$ cat config.mk
export PLATFORM = sky130hd
export DESIGN_NAME = wireless_serial_bridge_io
export DESIGN_NICKNAME = d
export VERILOG_FILES = /design/src/design/wsb_pkg.sv /design/src/design/stream_buffer.sv /design/src/design/uart_engine.sv /design/src/design/wireless_serial_bridge_io.sv
export SDC_FILE = /design/constraint.sdc
export NUM_CORES = 1
export LEC_CHECK = 0
export BUFFER_PORTS_ARGS = -buffer_cell sky130_fd_sc_hd__buf_2
export CORE_ASPECT_RATIO = 0.6
export CORE_MARGIN = 5
export CORE_UTILIZATION = 50
export DETAILED_ROUTE_END_ITERATION = 8
export PLACE_DENSITY = 0.71
export RECOVER_POWER = 100
export SLEW_MARGIN = 25
export SYNTH_ARGS = -nofsm -noshare
export SYNTH_HDL_FRONTEND = slang
export SYNTH_HIERARCHICAL = 1
export SYNTH_SLANG_ARGS = --single-unit
$ cat constraint.sdc
create_clock -name clock -period 3.1 [get_ports clock]
set_clock_uncertainty 0.1 [all_clocks]
set_input_delay 0.155 -clock clock [delete_from_list [all_inputs] [get_ports clock]]
set_output_delay 0.155 -clock clock [all_outputs]
set_load 0.005 [all_outputs]
$ cat src/design/wsb_pkg.sv
// Constants shared by the serial bridge host-side I/O block.
// Assumes a single 10 MHz clock and a word-aligned Wishbone register map.
package wsb_pkg;

	// ==========================================================
	// Timing
	localparam int unsigned CLK_HZ     = 10_000_000;
	localparam int unsigned CFG_BAUD   = 38400;
	// Cycles per bit; rounds down, 260 cycles gives 0.16 % error.
	localparam int unsigned BIT_CYCLES = CLK_HZ / CFG_BAUD;
	localparam int unsigned DATA_BITS  = 8;

	// ==========================================================
	// Register map (byte addresses)
	localparam int unsigned ADR_W      = 5;
	localparam logic [4:0]  ADR_CTRL   = 5'h00;
	localparam logic [4:0]  ADR_STATUS = 5'h04;
	localparam logic [4:0]  ADR_CMD_RX = 5'h08;
	localparam logic [4:0]  ADR_CMD_TX = 5'h0C;
	localparam logic [4:0]  ADR_HS     = 5'h10;

	// Control fields and reset values.
	localparam int unsigned CTRL_DCE     = 0;
	localparam int unsigned CTRL_VOICE   = 1;
	localparam int unsigned CTRL_MASTER  = 2;
	localparam logic [2:0]  CTRL_RESET   = 3'h2;

	// Status fields.
	localparam int unsigned ST_LINK     = 0;
	localparam int unsigned ST_DISC     = 1;
	localparam int unsigned ST_CMD      = 2;
	localparam int unsigned ST_TXRDY    = 3;
	localparam int unsigned ST_CTS      = 4;
	localparam int unsigned CMD_VALID   = 8;

	// ==========================================================
	// Pin vector: rxd, clear-to-send (low active), disconnect, lines
	localparam int unsigned PIN_W    = 7;
	localparam int unsigned PIN_RXD  = 0;
	localparam int unsigned PIN_CTS  = 1;
	localparam int unsigned PIN_DISC = 2;
	localparam int unsigned PIN_HS   = 3;
	localparam logic [6:0]  PIN_RESET = 7'h03;

	// Handshake lines: bit 0 ring, 1 terminal ready, 2 carrier, 3 set
	// ready. Set bits are the lines the block drives in each emulation.
	localparam int unsigned HS_W       = 4;
	localparam logic [3:0]  HS_OUT_DTE = 4'h2;
	localparam logic [3:0]  HS_OUT_DCE = 4'hD;

endpackage : wsb_pkg

$ cat src/design/stream_buffer.sv
// Small valid/ready FIFO used on both serial data paths.
// Assumes both sides sit on the same clock.
`timescale 1ns/100ps
module stream_buffer #(
	parameter int WIDTH = 8,
	parameter int DEPTH = 2
) (
	input  wire logic             clock,    // System clock.
	input  wire logic             arst_n,   // Asynchronous reset.
	input  wire logic             inValid,  // Source offers a word.
	input  wire logic [WIDTH-1:0] inData,   // Offered word.
	output logic                  inReady,  // Room for a word.
	output logic                  outValid, // A word is held.
	output logic [WIDTH-1:0]      outData,  // Oldest word.
	input  wire logic             outReady  // Sink takes the word.
);
	localparam int AW = $clog2(DEPTH);

	if (DEPTH < 2 || (DEPTH & (DEPTH - 1)) != 0) begin : g_bad
		$error("stream_buffer DEPTH must be a power of two >= 2");
	end

	typedef struct packed {
		logic [DEPTH-1:0][WIDTH-1:0] mem;
		logic [AW-1:0]               wp;
		logic [AW-1:0]               rp;
		logic [AW:0]                 cnt;
	} buf_t;

	buf_t q;
	buf_t d;
	logic push;
	logic pop;

	// ==========================================================
	// Handshake
	assign inReady  = q.cnt != (AW+1)'(DEPTH);
	assign outValid = q.cnt != '0;
	assign outData  = q.mem[q.rp];
	assign push     = inValid & inReady;
	assign pop      = outValid & outReady;

	// Pointers wrap on their own because the depth is a power of two.
	always_comb begin
		d = q;
		if (push) begin
			d.mem[q.wp] = inData;
			d.wp        = q.wp + 1'b1;
		end
		if (pop) begin
			d.rp = q.rp + 1'b1;
		end
		if (push && !pop) begin
			d.cnt = q.cnt + 1'b1;
		end else if (pop && !push) begin
			d.cnt = q.cnt - 1'b1;
		end
	end

	// State register.
	always_ff @(posedge clock or negedge arst_n) begin
		if (!arst_n) begin
			q <= '0;
		end else begin
			q <= d;
		end
	end

endmodule : stream_buffer

$ cat src/design/uart_engine.sv
// Eight-bit, no parity, one stop bit serial transmitter and receiver.
// Assumes rxBit is already synchronised and filtered.
`timescale 1ns/100ps
module uart_engine
	import wsb_pkg::*;
#(
	parameter int BITC = wsb_pkg::BIT_CYCLES
) (
	input  wire logic       clock,   // System clock.
	input  wire logic       arst_n,  // Asynchronous reset.
	input  wire logic       rxBit,   // Filtered receive line.
	output logic [7:0]      rxData,  // Received byte.
	output logic            rxValid, // One-cycle pulse per good byte.
	input  wire logic [7:0] txData,  // Byte to send.
	input  wire logic       txValid, // Byte offered.
	output logic            txReady, // Transmitter idle.
	output logic            txd      // Transmit line, idle high.
);
	localparam int CW = $clog2(BITC + 1);
	localparam logic [CW-1:0] FULL = CW'(BITC - 1);
	localparam logic [CW-1:0] HALF = CW'(BITC / 2 - 1);

	if (BITC < 4) begin : g_bad
		$error("uart_engine needs at least four cycles per bit");
	end

	typedef enum logic [1:0] {RX_IDLE, RX_START, RX_DATA, RX_STOP} rx_t;

	typedef struct packed {
		rx_t           rxSt;
		logic [CW-1:0] rxCnt;
		logic [2:0]    rxN;
		logic [7:0]    rxSh;
		logic [7:0]    rxData;
		logic          rxValid;
		logic          txBusy;
		logic [CW-1:0] txCnt;
		logic [3:0]    txN;
		logic [9:0]    txSh;
		logic          txd;
	} uart_t;

	uart_t q;
	uart_t d;

	assign rxData  = q.rxData;
	assign rxValid = q.rxValid;
	assign txReady = !q.txBusy;
	assign txd     = q.txd;

	// ==========================================================
	// Receiver samples mid-bit; a low stop bit drops the byte.
	always_comb begin
		d         = q;
		d.rxValid = 1'b0;
		unique case (q.rxSt)
			RX_IDLE: begin
				if (!rxBit) begin
					d.rxSt  = RX_START;
					d.rxCnt = HALF;
				end
			end
			RX_START: begin
				if (q.rxCnt != '0) begin
					d.rxCnt = q.rxCnt - 1'b1;
				end else if (!rxBit) begin
					d.rxSt  = RX_DATA;
					d.rxCnt = FULL;
					d.rxN   = 3'h0;
				end else begin
					d.rxSt = RX_IDLE;
				end
			end
			RX_DATA: begin
				if (q.rxCnt != '0) begin
					d.rxCnt = q.rxCnt - 1'b1;
				end else begin
					d.rxSh  = {rxBit, q.rxSh[7:1]};
					d.rxCnt = FULL;
					d.rxN   = q.rxN + 1'b1;
					if (q.rxN == 3'h7) begin
						d.rxSt = RX_STOP;
					end
				end
			end
			RX_STOP: begin
				if (q.rxCnt != '0) begin
					d.rxCnt = q.rxCnt - 1'b1;
				end else begin
					d.rxValid = rxBit;
					d.rxData  = q.rxSh;
					d.rxSt    = RX_IDLE;
				end
			end
		endcase

		// Transmitter: start bit, data LSB first, stop bit.
		if (!q.txBusy) begin
			if (txValid) begin
				d.txBusy = 1'b1;
				d.txSh   = {1'b1, txData, 1'b0};
				d.txd    = 1'b0;
				d.txN    = 4'h0;
				d.txCnt  = FULL;
			end
		end else if (q.txCnt != '0) begin
			d.txCnt = q.txCnt - 1'b1;
		end else if (q.txN == 4'h9) begin
			d.txBusy = 1'b0;
			d.txd    = 1'b1;
		end else begin
			d.txSh  = {1'b1, q.txSh[9:1]};
			d.txd   = q.txSh[1];
			d.txN   = q.txN + 1'b1;
			d.txCnt = FULL;
		end
	end

	// State register; line idles high.
	always_ff @(posedge clock or negedge arst_n) begin
		if (!arst_n) begin
			q      <= '0;
			q.txd  <= 1'b1;
		end else begin
			q <= d;
		end
	end

endmodule : uart_engine

$ cat src/design/wireless_serial_bridge_io.sv
// Host-facing I/O of the radio serial cable replacement unit.
// Assumes the radio stack sits on the same clock and reports the link.
`timescale 1ns/100ps
module wireless_serial_bridge_io
	import wsb_pkg::*;
#(
	parameter int VW    = 16,
	parameter int DEPTH = 2
) (
	input  wire logic              clock,        // 10 MHz clock.
	input  wire logic              arst_n,       // Async reset.
	input  wire logic              wb_cyc_i,     // Bus cycle.
	input  wire logic              wb_stb_i,     // Bus strobe.
	input  wire logic              wb_we_i,      // Write enable.
	input  wire logic [wsb_pkg::ADR_W-1:0] wb_adr_i, // Byte address.
	input  wire logic [3:0]        wb_sel_i,     // Byte selects.
	input  wire logic [31:0]       wb_dat_i,     // Write data.
	output logic [31:0]            wb_dat_o,     // Read data.
	output logic                   wb_ack_o,     // Acknowledge.
	output logic                   txd,          // Serial out.
	input  wire logic              rxd,          // Serial in.
	output logic                   rtsN,         // Request to send.
	input  wire logic              ctsN,         // Clear to send.
	input  wire logic              discReq,      // Disconnect request.
	output logic                   linkUp,       // Link indicator.
	input  wire logic [3:0]        hsIn,         // Line pins in.
	output logic [3:0]             hsOut,        // Line pins out.
	output logic [3:0]             hsOe,         // Line drive enables.
	input  wire logic              radioUp,      // Stack has a link.
	output logic                   connAllow,    // Stack may link.
	output logic                   radioMaster,  // Master role.
	output logic [7:0]             radioTxData,  // Data to radio.
	output logic                   radioTxValid, // Data valid.
	input  wire logic              radioTxReady, // Radio takes it.
	input  wire logic [7:0]        radioRxData,  // Data from radio.
	input  wire logic              radioRxValid, // Data valid.
	output logic                   radioRxReady, // Block takes it.
	input  wire logic [3:0]        remoteHs,     // Remote line levels.
	output logic [3:0]             hsToRadio,    // Local line levels.
	input  wire logic [VW-1:0]     micSample,    // Voice in sample.
	input  wire logic              micStb,       // Sample strobe.
	output logic [VW-1:0]          voiceTx,      // Voice to radio.
	output logic                   voiceTxStb,   // Voice strobe.
	input  wire logic [VW-1:0]     radioVoice,   // Voice from radio.
	input  wire logic              radioVoiceStb,// Voice strobe.
	output logic [VW-1:0]          spkSample,    // Voice out sample.
	output logic                   spkStb        // Voice out strobe.
);
	if (VW < 1 || VW > 32) begin : g_bad
		$error("VW must lie between 1 and 32");
	end

	typedef struct packed {
		logic [PIN_W-1:0] s1;
		logic [PIN_W-1:0] s2;
		logic [PIN_W-1:0] s3;
		logic [PIN_W-1:0] pins;
		logic             ack;
		logic [31:0]      rdat;
		logic             dce;
		logic             voiceEn;
		logic             master;
		logic [7:0]       cmdByte;
		logic             cmdValid;
		logic [7:0]       swByte;
		logic             swValid;
		logic             linkUp;
		logic             connAllow;
		logic             rtsN;
		logic [3:0]       hsOut;
		logic [3:0]       hsOe;
		logic [3:0]       hsToRadio;
		logic [VW-1:0]    voiceTx;
		logic             voiceTxStb;
		logic [VW-1:0]    spk;
		logic             spkStb;
	} state_t;

	state_t q;
	state_t d;

	logic [7:0] urxData;
	logic       urxValid;
	logic       rxInReady;
	logic [7:0] rxOutData;
	logic       rxOutValid;
	logic       rxOutReady;
	logic [7:0] txInData;
	logic       txInValid;
	logic       txInReady;
	logic [7:0] txOutData;
	logic       txOutValid;
	logic       txOutReady;
	logic       utxReady;
	logic       swPush;
	logic       busReq;
	logic       ctsF;

	// ==========================================================
	// Serial engine, fixed 38400 baud 8N1.
	uart_engine #(
		.BITC (BIT_CYCLES)
	) u_uart (
		.clock   (clock),
		.arst_n  (arst_n),
		.rxBit   (q.pins[PIN_RXD]),
		.rxData  (urxData),
		.rxValid (urxValid),
		.txData  (txOutData),
		.txValid (txOutValid & ctsF),
		.txReady (utxReady),
		.txd     (txd)
	);

	// Host to radio or to the command holder. A byte the host sends after
	// RTS has risen still fits, because RTS rises as soon as one is held.
	stream_buffer #(
		.WIDTH (8),
		.DEPTH (DEPTH)
	) u_rxbuf (
		.clock    (clock),
		.arst_n   (arst_n),
		.inValid  (urxValid),
		.inData   (urxData),
		.inReady  (rxInReady),
		.outValid (rxOutValid),
		.outData  (rxOutData),
		.outReady (rxOutReady)
	);

	// Radio or software replies to the host.
	stream_buffer #(
		.WIDTH (8),
		.DEPTH (DEPTH)
	) u_txbuf (
		.clock    (clock),
		.arst_n   (arst_n),
		.inValid  (txInValid),
		.inData   (txInData),
		.inReady  (txInReady),
		.outValid (txOutValid),
		.outData  (txOutData),
		.outReady (txOutReady)
	);

	// ==========================================================
	// Data routing: linked traffic goes to the radio untouched, otherwise
	// bytes are commands for software.
	assign ctsF         = !q.pins[PIN_CTS];
	assign txOutReady   = utxReady & ctsF;
	assign rxOutReady   = q.linkUp ? radioTxReady : !q.cmdValid;
	assign radioTxValid = rxOutValid & q.linkUp;
	assign radioTxData  = rxOutData;
	assign radioRxReady = txInReady & q.linkUp;
	assign swPush       = q.swValid & !q.linkUp & txInReady;
	assign txInValid    = q.linkUp ? radioRxValid : q.swValid;
	assign txInData     = q.linkUp ? radioRxData : q.swByte;
	assign busReq       = wb_cyc_i & wb_stb_i & !q.ack;

	// Outputs straight from the state register.
	assign wb_dat_o    = q.rdat;
	assign wb_ack_o    = q.ack;
	assign rtsN        = q.rtsN;
	assign linkUp      = q.linkUp;
	assign hsOut       = q.hsOut;
	assign hsOe        = q.hsOe;
	assign connAllow   = q.connAllow;
	assign radioMaster = q.master;
	assign hsToRadio   = q.hsToRadio;
	assign voiceTx     = q.voiceTx;
	assign voiceTxStb  = q.voiceTxStb;
	assign spkSample   = q.spk;
	assign spkStb      = q.spkStb;

	// ==========================================================
	// Next state.
	always_comb begin
		logic [PIN_W-1:0] agree;
		logic [3:0]       drive;
		logic             disc;
		agree = '0;
		drive = '0;
		disc  = 1'b0;
		d     = q;

		// Three-stage synchroniser; a level counts once stages 2 and 3
		// agree, which also rejects a single-cycle glitch.
		d.s1   = {hsIn, discReq, ctsN, rxd};
		d.s2   = q.s1;
		d.s3   = q.s2;
		agree  = ~(q.s2 ^ q.s3);
		d.pins = (q.s3 & agree) | (q.pins & ~agree);
		disc   = q.pins[PIN_DISC];

		// Link state; the indicator falls with the stack or the request.
		d.connAllow = !disc;
		d.linkUp    = radioUp & !disc;

		// Handshake emulation, carried apart from the data stream.
		drive       = q.dce ? HS_OUT_DCE : HS_OUT_DTE;
		d.hsOe      = drive;
		d.hsOut     = q.linkUp ? (remoteHs & drive) : 4'h0;
		d.hsToRadio = q.pins[PIN_HS +: HS_W] & ~drive;

		// Voice passes only while linked and enabled.
		d.voiceTxStb = micStb & q.linkUp & q.voiceEn;
		if (micStb) begin
			d.voiceTx = micSample;
		end
		d.spkStb = radioVoiceStb & q.linkUp & q.voiceEn;
		if (radioVoiceStb) begin
			d.spk = radioVoice;
		end

		// Flow control toward the host: stop it once a byte is held.
		d.rtsN = rxOutValid | !rxInReady;

		// Software reply leaves once the reply path takes it.
		if (swPush) begin
			d.swValid = 1'b0;
		end

		// Bus slave: one wait state, then ack for one cycle.
		d.ack  = busReq;
		d.rdat = 32'h0;
		if (busReq && !wb_we_i) begin
			unique case (wb_adr_i)
				ADR_CTRL: begin
					d.rdat[CTRL_DCE]    = q.dce;
					d.rdat[CTRL_VOICE]  = q.voiceEn;
					d.rdat[CTRL_MASTER] = q.master;
				end
				ADR_STATUS: begin
					d.rdat[ST_LINK]  = q.linkUp;
					d.rdat[ST_DISC]  = disc;
					d.rdat[ST_CMD]   = q.cmdValid;
					d.rdat[ST_TXRDY] = !q.swValid;
					d.rdat[ST_CTS]   = ctsF;
				end
				ADR_CMD_RX: begin
					d.rdat[7:0]       = q.cmdByte;
					d.rdat[CMD_VALID] = q.cmdValid;
					d.cmdValid        = 1'b0;
				end
				ADR_HS: begin
					d.rdat[3:0] = q.pins[PIN_HS +: HS_W];
					d.rdat[7:4] = remoteHs;
				end
				default: begin
					d.rdat = 32'h0;
				end
			endcase
		end
		if (busReq && wb_we_i && wb_sel_i[0]) begin
			unique case (wb_adr_i)
				ADR_CTRL: begin
					d.dce     = wb_dat_i[CTRL_DCE];
					d.voiceEn = wb_dat_i[CTRL_VOICE];
					d.master  = wb_dat_i[CTRL_MASTER];
				end
				ADR_CMD_TX: begin
					if (!q.swValid && !q.linkUp) begin
						d.swByte  = wb_dat_i[7:0];
						d.swValid = 1'b1;
					end
				end
				default: begin
					d.swValid = d.swValid;
				end
			endcase
		end

		// Command capture comes last so a new byte wins over the pop.
		if (rxOutValid && rxOutReady && !q.linkUp) begin
			d.cmdByte  = rxOutData;
			d.cmdValid = 1'b1;
		end
	end

	// State register.
	always_ff @(posedge clock or negedge arst_n) begin
		if (!arst_n) begin
			q         <= '0;
			q.s1      <= PIN_RESET;
			q.s2      <= PIN_RESET;
			q.s3      <= PIN_RESET;
			q.pins    <= PIN_RESET;
			q.dce     <= CTRL_RESET[CTRL_DCE];
			q.voiceEn <= CTRL_RESET[CTRL_VOICE];
			q.master  <= CTRL_RESET[CTRL_MASTER];
			q.rtsN    <= 1'b1;
			q.hsOe    <= HS_OUT_DTE;
		end else begin
			q <= d;
		end
	end

endmodule : wireless_serial_bridge_io

Word-level counts from Yosys, hierarchy flattened

Cells that the tools add are included.

Logic and storage cells: 215
Register bits after elaboration: 227
Output and inout bits: 94
Bits of input ports: 102

Muxes and demuxes: 55
Bitwise gates (word level): 28
$lt $le $gt $ge: 6
Reduce and logical (&&, ||, !) cells: 48
Equal/unequal tests: 22
$add $sub $neg: 12

Operator list:

| cell                  | number |
|---|---|
| $mux W8               | 7 |
| $mux W25              | 2 |
| $mux W9               | 5 |
| $pmux W11 S4          | 1 |
| $bwmux W16            | 2 |
| $mux W23              | 1 |
| $mux W11              | 2 |
| $mux W2               | 9 |
| $ne A2 B2 Y1 const B  | 9 |
| $reduce_bool A9 Y1    | 2 |
| $sub A9 B1 Y9 const B | 2 |
| $and A1 B1 Y1         | 17 |
| $demux W8 S1          | 2 |
| $reduce_bool A2 Y1    | 8 |
| $mux W1               | 15 |
| $mux W15              | 1 |
| $and A7 B7 Y7         | 2 |
| $not A7 Y7            | 2 |
| $logic_not A1 Y1      | 13 |
| $logic_and A1 B1 Y1   | 12 |
| $mux W12              | 1 |
| $pmux W3 S2           | 2 |
| $pmux W3 S4           | 1 |
| $reduce_and A2 Y1     | 6 |
| other kinds (31)      | 47 |

Logic depth before layout (Yosys ltp)

Gate-level depths: netlist of the first run.

Word-level depth: 7
Gate-level depth with buffers: 8
Depth with buffers taken out: 7

Modules after synthesis

The synthesis of the first run kept the hierarchy.

Modules (own cells, without submodules):

| module                    | seq. area each (um2) | area each (um2) | cells an instance | times used |
|---|---|---|---|---|
| wireless_serial_bridge_io | 2,666.3              | 4,536.9         | 338               | 1 |
| uart_engine               | 1,377.6              | 2,950.3         | 282               | 1 |
| stream_buffer             | 500.5                | 969.7           | 60                | 2 |

Worst setup path before layout of the first run

Ideal clock, no wire load.

Path type: register -> register
From: reg q, in the netlist linkUp
To: reg u_txbuf/q[1] (netlist bit)
Buffers on the path: 1
Library setup time: 0.079 ns
Slack: 1.037 ns
Period minus slack after synthesis: 2.063 ns
Required time: 2.921 ns
Stages on the path, launching flop included: 7
Data arrival time: 1.884 ns
Cell sequence: dfrtp_1 -> buf_1 -> mux2_2 -> and2_2 -> ha_1 -> nor2_1 -> xor2_1

Cells in the longest elaborated chain, start to end: 5
Elaborated cells between the ends (all ways): 7
Classes of those cells: mux (2); bitwise (1); reduce/logical (4)

Ends and longest elaborated chain:

| what                                | line                             | source |
|---|---|---|
| start: declaration                  | wireless_serial_bridge_io.sv:79  | `state_t q;` |
| $mux W1 *                           | wireless_serial_bridge_io.sv:156 | `assign txInValid = q.linkUp ? radioRxValid : q.swValid;` |
| named net txInValid                 | wireless_serial_bridge_io.sv:89  | `logic txInValid;` |
| $and A1 B1 Y1 *                     | stream_buffer.sv:40              | `assign push = inValid & inReady;` |
| named net u_txbuf.push              | stream_buffer.sv:32              | `logic push;` |
| $logic_not A1 Y1                    | stream_buffer.sv:55              | `end else if (pop && !push) begin` |
| $logic_and A1 B1 Y1                 | stream_buffer.sv:55              |  |
| $reduce_bool A2 Y1 (no source line) | -                                |  |
| end signal: assignment              | stream_buffer.sv:63              | `q <= '0;` |
| end signal: assignment              | stream_buffer.sv:65              | `q <= d;` |
| end: declaration                    | stream_buffer.sv:30              | `buf_t q;` |

Mark *: on every way through the listed nets, which the timed path passes. The rest lies on a longest branch.
A chain may end at the register's enable or synchronous reset.

Final worst setup path of the first run

From: in wb_adr_i[4] (netlist bit)
To: reg q[53] (netlist bit)

Cells in the longest elaborated chain, start to end: 2

Ends and longest elaborated chain:

| what                               | line                             | source |
|---|---|---|
| start: declaration                 | wireless_serial_bridge_io.sv:15  | `input wire logic [wsb_pkg::ADR_W-1:0] wb_adr_i,` |
| $eq A5 B4 Y1                       | wireless_serial_bridge_io.sv:255 | `unique case (wb_adr_i)` |
| $reduce_and A3 Y1 (no source line) | -                                |  |

No other way between the ends.

==> results of run 1 <==
[layer usage]
layer	up-vias	wire (um)	GRT usage, %
met5	-	0	0
met3	21	1456	4.749
met2	206	8612	28.45
met4	0	262	3.151
met1	2918	10530	29.97
li1	2811	-	-
[flip-flops by register name, indices dropped and copies added (netlist names), 8 cells and up, named ones only]
register and count:
u_uart/rxData 8, spkSample 16, d 14, u_rxbuf/q 20, wb_dat_o 9, u_uart/q 44
voiceTx 16, u_txbuf/q 20, q 27
[cell usage in the layout (no fill, tap or decap), drive strengths merged, types with 9 or more instances in the layout]
master,netlist,layout
o21ai,15,15
dfstp,12,12
nor4,11,11
dlygate4sd3,0,67
nor2,21,21
nand2b,10,10
conb,1,23
ha,10,10
a21oi,20,20
inv,12,13
dfrtp,189,189
nor3b,9,9
and3,10,10
mux2i,9,9
clkbuf,15,76
nand3,17,17
buf,97,102
nand2,19,19
or3,11,11
nor3,10,10
a21o,12,12
nor2b,14,14
mux2,127,127
[power groups by stage]
| stage | registers, uW | logic [uW] | clock network [uW] |
|---|---|---|---|
| global route | 2970 | 655 | 2420 |
| global placement | 2980 | 605 | 0 |
| detailed placement | 2990 | 617 | 0 |
| finish | 2940 | 592 | 2230 |
| CTS | 2950 | 684 | 2310 |
| floorplan | 2950 | 478 | 0 |
[per-stage QoR]
| step | power, uW | utilization (%) | cell area, um2 | instances | hold slack (ns) |
|---|---|---|---|---|---|
| final | 5769 | 59.36 | 10870 | 1145 | 0.05364 |
| after global routing | 6040 | 59.36 | 10870 | 1145 | 0.07007 |
| after CTS | 5939 | 60.71 | 11110 | 1145 | 0.01871 |
| after detailed placement | 3607 | 53.78 | 9844 | 1042 | 0.1612 |
| after global placement | 3588 | 53.78 | 9844 | 1042 | 0.1612 |
| after floorplan | 3433 | - | 9509 | 762 | -0.2406 |
[final timing paths]
kind | to | start | cells past startpoint
min in group asynchronous | u_uart/q[50]$_DFFE_PN0P_ | arst_n | 2
max in group asynchronous | u_txbuf/q[6]$_DFFE_PN0P_ | arst_n | 3
setup reg to reg | u_uart/q[20]$_DFFE_PN0P_ | u_uart/q[15]$_DFFE_PN0P_ | 6
setup / recovery | q[53]$_DFFE_PN0P_ | wb_adr_i[4] | 5
hold reg to reg | d[116]$_DFF_PN0_ | d[123]$_DFF_PN0_ | 0
hold / removal | wb_dat_o[1]$_DFF_PN0_ | wb_adr_i[2] | 3
[kinds of logic after synthesis]
family / synth area share (%)
buffers and inverters: 8.760
multiplexers: 17.40
other: 0.03978
adder cells (fa/ha/maj): 2.177
AND/OR/NAND/NOR: 11.28
AO/OA/AOI/OAI: 5.522
flip-flops: 53.52
XOR/XNOR: 1.301
[timing repair]
action	CTS	global route
endpoints found under the setup margin	0	0
hold endpoints to repair	166	0
hold buffers	67	0
[area by class of cell]
type,instances,area (um2)
fillers,1491,7438
flip-flops and latches,201,5045
multi-input cells,436,3481
repair buffers,219,1394
clock buffers,26,523.0
well taps,240,300.3
clock inverters,10,75.07
inverters,13,48.80
[worst max-delay path, delay by kind of cell]
kind | cells | cell delay (ns)
muxes | 1 | 0.42
buffers and inverters | 2 | 0.84
and+or+nand+nor | 2 | 1.42
==> impl_metrics.ini, run 1 <==
[outcome]
status = completed

[synth]
avgSynthCellArea_um2 = 12.74
netlist_area_um2 = 9427
ys.flop_type = dfrtp_1
synth_most_common_cell = dfrtp_1
yosys_warnings = 6
synthArstFlopShare_pct = 100.0
yosys-top-cells-area = dfrtp_1 50%, mux2_2 11%, buf_4 6.8%
synth_area_leader_cell = dfrtp_1
synthCells = 740
synth_cell_types = 68
synth_common_cells = 189 x dfrtp_1, 95 x mux2_2, 85 x buf_4, 32 x mux2_4, 21 x nor2_1
yosysTopAreaCellShare_pct = 50.17
synth-edff-count = 0
seq_area_frac_synth_pct = 53.52
ys_ff_latch = 201

[pwr]
p_int_uw = 4355
vdd_drop_max_uv = 408.4
p_clk_share_pct = 38.7
seqPwrFrac_pct = 51.0
p_leak_uw = 0.005234
combPwrFrac_pct = 10.3
p_sw_uw = 1414
p_per_area_nw_per_um2 = 530.9
switching_share_pct = 24.51

[floorplanning]
die_h_um = 116.4
die_width_um = 187.3
die_area_um2 = 21790
io_pins = 196
start_util_pct = 51.50
core-area_um2 = 18310
rows = 38

[timing]
worstMarginPinSlew_ns = 1.466
fin_setup_tns_ns = 0
min_period_ns = 2.564
rsz0062_at_grt = no
setup-violations-final = 0
fmax_ghz = 0.3901
setup_slack_ns = 0.5365
hold_viol_final = 0
finalMaxSlewViolations = 0
max_slew_margin_pct = 2.235
post-route-period-util_pct = 82.69

[placement]
pre_cts_ws_ns = 0.7646
dpl.hpwl_mm = 14.06
gp_congestion = 0.8197
port_buffers = 145

[worst_setup_path]
crit_arrival_ns = 2.84
endpoint_kind = register
r2r_setup_slack_ns = 0.57
crit_chain = dlygate4sd3_1 -> clkbuf_1 -> or4b_1 -> nor4_4 -> mux2_2
worstSetupStartpointType = primary input
cp_max_fo = 13
slowest_delay_ns = 0.77
worst-setup-path-type = primary input to register
cp_data_required_time_ns = 3.38
crit_slowest_cell = nor4_4

[routing]
drc = 0
via_per_inst = 5.202
routedWlPerCell_um = 18.22
antenna_left = 0
drt_iter0_drc = 460
vias = 5956
firstDrtPassIters = 4
finalWirelength_mm = 20.86

[clock_tree]
clk_latency_ns = 0.49
clockBufferDepth = 3
cts-root-buf = clkbuf_16
cts.repair.resized = 0
cts_sinks = 201
path_clk_slew_ns = 0.07
ctsHtreeMaxLevel = 1
numCtsBuffers = 20
postCtsSetupBuffers = 0
cts_tree = done

[finish]
syn_to_final_growth_pct = 15.28
diodes = 0
final_nets = 1003
drive_gt1_share_pct = 27.18

[job]
cap_violations = 0

[grt]
grt_usage_pct = 19.44
grt_pass1_wl_mm = 34.60
grt_pass1_vias = 6226
overflow = 0
grt_max_degree = 93
antenna_found_initial = 0

[min_path]
hold_class = primary input to register
No activity file was read; power rests on OpenSTA's default activity.
==> run 2: changes to the inputs <==
ABC_AREA = 1   (was not set)
PLACE_DENSITY = 0.74   (was 0.71)
clock period = 2.05 ns   (was 3.1 ns; I/O delays follow)
==> impl_metrics.ini, run 2 <==
[routing]
finalWirelength_mm = 22.35
via_per_inst = 5.081
drt_iter0_drc = 563
firstDrtPassIters = 4
vias = 7383
antenna_left = 0
routedWlPerCell_um = 15.38
drc = 0

[grt]
met3_usage_pct = 3.711
grt_pass1_wl_mm = 36.86
antenna_found_initial = 1
grt_busiest_layer = met2
grt_pass1_vias = 7094
grtUsageMet1_pct = 29.46
grt_max_degree = 74
grt_usage_pct = 19.76
grtUsageMet2_pct = 30.57
overflow = 0

[placement]
gp_congestion = 0.8702
dpl.hpwl_mm = 14.60
port_buffers = 145
placed_area_um2 = 10050
dp_cells = 1340

[synth]
ys.flop_type = dfrtp_1
synth-edff-count = 0
yosysTopAreaCellShare_pct = 49.21
synth_area_leader_cell = dfrtp_1
netlist_area_um2 = 9610
ys_ff_latch = 201
yosys_warnings = 6
synthArstFlopShare_pct = 100.0
synthCells = 1021
avgSynthCellArea_um2 = 9.413
yosys-top-cells-area = dfrtp_1 49%, nand2_1 12%, buf_4 6.7%
synth_most_common_cell = nand2_1
seq_area_frac_synth_pct = 52.49
synth_cell_types = 42
synth_common_cells = 320 x nand2_1, 189 x dfrtp_1, 86 x buf_4, 72 x inv_1, 61 x nand4_1

[floorplanning]
start_util_pct = 50.76
die_area_um2 = 22180
die_width_um = 189.0
io_pins = 196
die_h_um = 117.4
rows = 39
core-area_um2 = 18930

[finish]
postLayoutCellArea_um2 = 11200
layout_common_cells = 324 x nand2_1, 189 x dfrtp_1, 87 x buf_2
top_regs = u_uart/q x44, q x27
largest-register = u_uart/q
finalNonFillerCells = 1453
final_nets = 1306
filler_cell_count = 1603
layout_commonest_cell = nand2_1
largest_register_ffs = 44
syn_to_final_growth_pct = 16.59
drive_gt1_share_pct = 18.33

[timing]
fmax_ghz = 0.5138
worstMarginPinSlew_ns = 1.055
min_period_ns = 1.946
rsz0062_at_grt = no
max_slew_margin_pct = 29.65
finalMaxSlewViolations = 0
fin_hold_ws_ns = 0.06645
hold_viol_final = 0
post-route-period-util_pct = 94.94
fin_setup_tns_ns = 0
setup-violations-final = 0

[pwr]
p_leak_uw = 0.005831
vdd_drop_max_uv = 584.7
p_per_area_nw_per_um2 = 793.5

[clock_tree]
cts_tree = done
cts_sinks = 201
cts-root-buf = clkbuf_16
clockBufferDepth = 3
path_clk_slew_ns = 0.07
numCtsBuffers = 19
postCtsSetupBuffers = 0
ctsHtreeMaxLevel = 1
clk_latency_ns = 0.49

[outcome]
status = completed

[worst_setup_path]
endpoint_kind = register
cp_top_family = flip-flops
crit_arrival_ns = 2.22
path_buf_inv = 1
worstSetupStartpointType = register
crit_slowest_cell = dfrtp_1
slowest_delay_ns = 0.56
cp_data_required_time_ns = 2.32
worst-setup-path-type = register to register
cp_max_fo = 13
crit_chain = inv_1 -> nand3_2 -> mux2_2

[job]
cap_violations = 0

[min_path]
hold_class = primary input to register
-- run 2: changes by cell type after synthesis, moves of 11 or more --
cell	delta
nand2_1	+303
inv_1	+60
nand4_1	+60
mux2_2	-55
mux2_4	-32
nor2_1	+30
nand3_1	+23
o21ai_2	+22
a21oi_1	-15
clkbuf_1	-14
inv_2	+14
nor2b_1	-14
a21o_1	-12
or3_1	-11
-- run 2: logic make-up after synthesis --
family | Yosys count | share of synthesized area [%]
AND/OR/NAND/NOR | 511 | 24.15
XOR/XNOR | 5 | 0.4558
AO/OA/AOI/OAI | 44 | 3.346
other | 1 | 0.03902
multiplexers | 40 | 4.687
adder cells (fa/ha/maj) | 17 | 2.031
flip-flops | 201 | 52.49
buffers and inverters | 202 | 12.80
-- run 2: cell type report --
type                            instances  area [um2]  area share [%]
Multi-Input combinational cell        640        3316           29.59
Inverter                               91       367.9           3.283
Timing Repair Buffer                  241        1580           14.10
Sequential cell                       201        5045           45.03
Clock inverter                          7       43.79          0.3908
Antenna cell                            1       2.502         0.02233
Clock buffer                           26       541.8           4.835
Tap cell                              246       307.8           2.747
-- run 2: power breakdown --
part           internal (uW)  switching [uW]  total (uW)
Clock                   1860            1490        3350
Combinational            491             587        1080
Sequential              4250             210        4460
Total                   6600            2290        8890
-- run 2: layer usage --
| layer | vias to the layer above | routed length (um) |
|---|---|---|
| met5 | - | 0 |
| met2 | 263 | 10190 |
| met1 | 3568 | 10240 |
| li1 | 3523 | - |
| met4 | 0 | 354 |
| met3 | 29 | 1577 |
-- run 2: path summary, 6_finish.rpt --
kind	startpoint	to	slack, ns	cells after the start
setup / recovery	linkUp$_DFF_PN0_	q[66]$_DFFE_PN0P_	0.10	3
hold / removal	wb_cyc_i	q[69]$_DFFE_PN0P_	0.07	6
setup reg to reg	linkUp$_DFF_PN0_	q[66]$_DFFE_PN0P_	0.10	3
hold reg to reg	d[123]$_DFF_PN0_	d[116]$_DFF_PN0_	0.25	0
max in group asynchronous	arst_n	u_uart/q[19]$_DFFE_PN0P_	0.36	3
min in group asynchronous	arst_n	q[50]$_DFFE_PN0P_	0.27	2
-- run 2: worst reg2reg max path: stages, from the launching register on --
cell,delay (ns)
dfrtp_1,0.56
inv_1,0.45
nand3_2,0.34
mux2_2,0.37
-- run 2: timing repair --
item,4_1_cts,5_1_grt
endpoints found under the hold margin,169,0
hold buffers,79,0
resized for setup,0,5
setup endpoints to repair,0,13
-- run 2: through the flow --
step           setup WS [ns]  power, uW  util (%)
2_1_floorplan         0.3161       5271         -
3_3_place_gp          0.2666       5467     53.10
3_5_place_dp          0.2048       5501     53.10
4_1_cts              0.07346       8975     60.37
5_1_grt              0.02850       9299     59.18
6_report              0.1037       8891     59.18
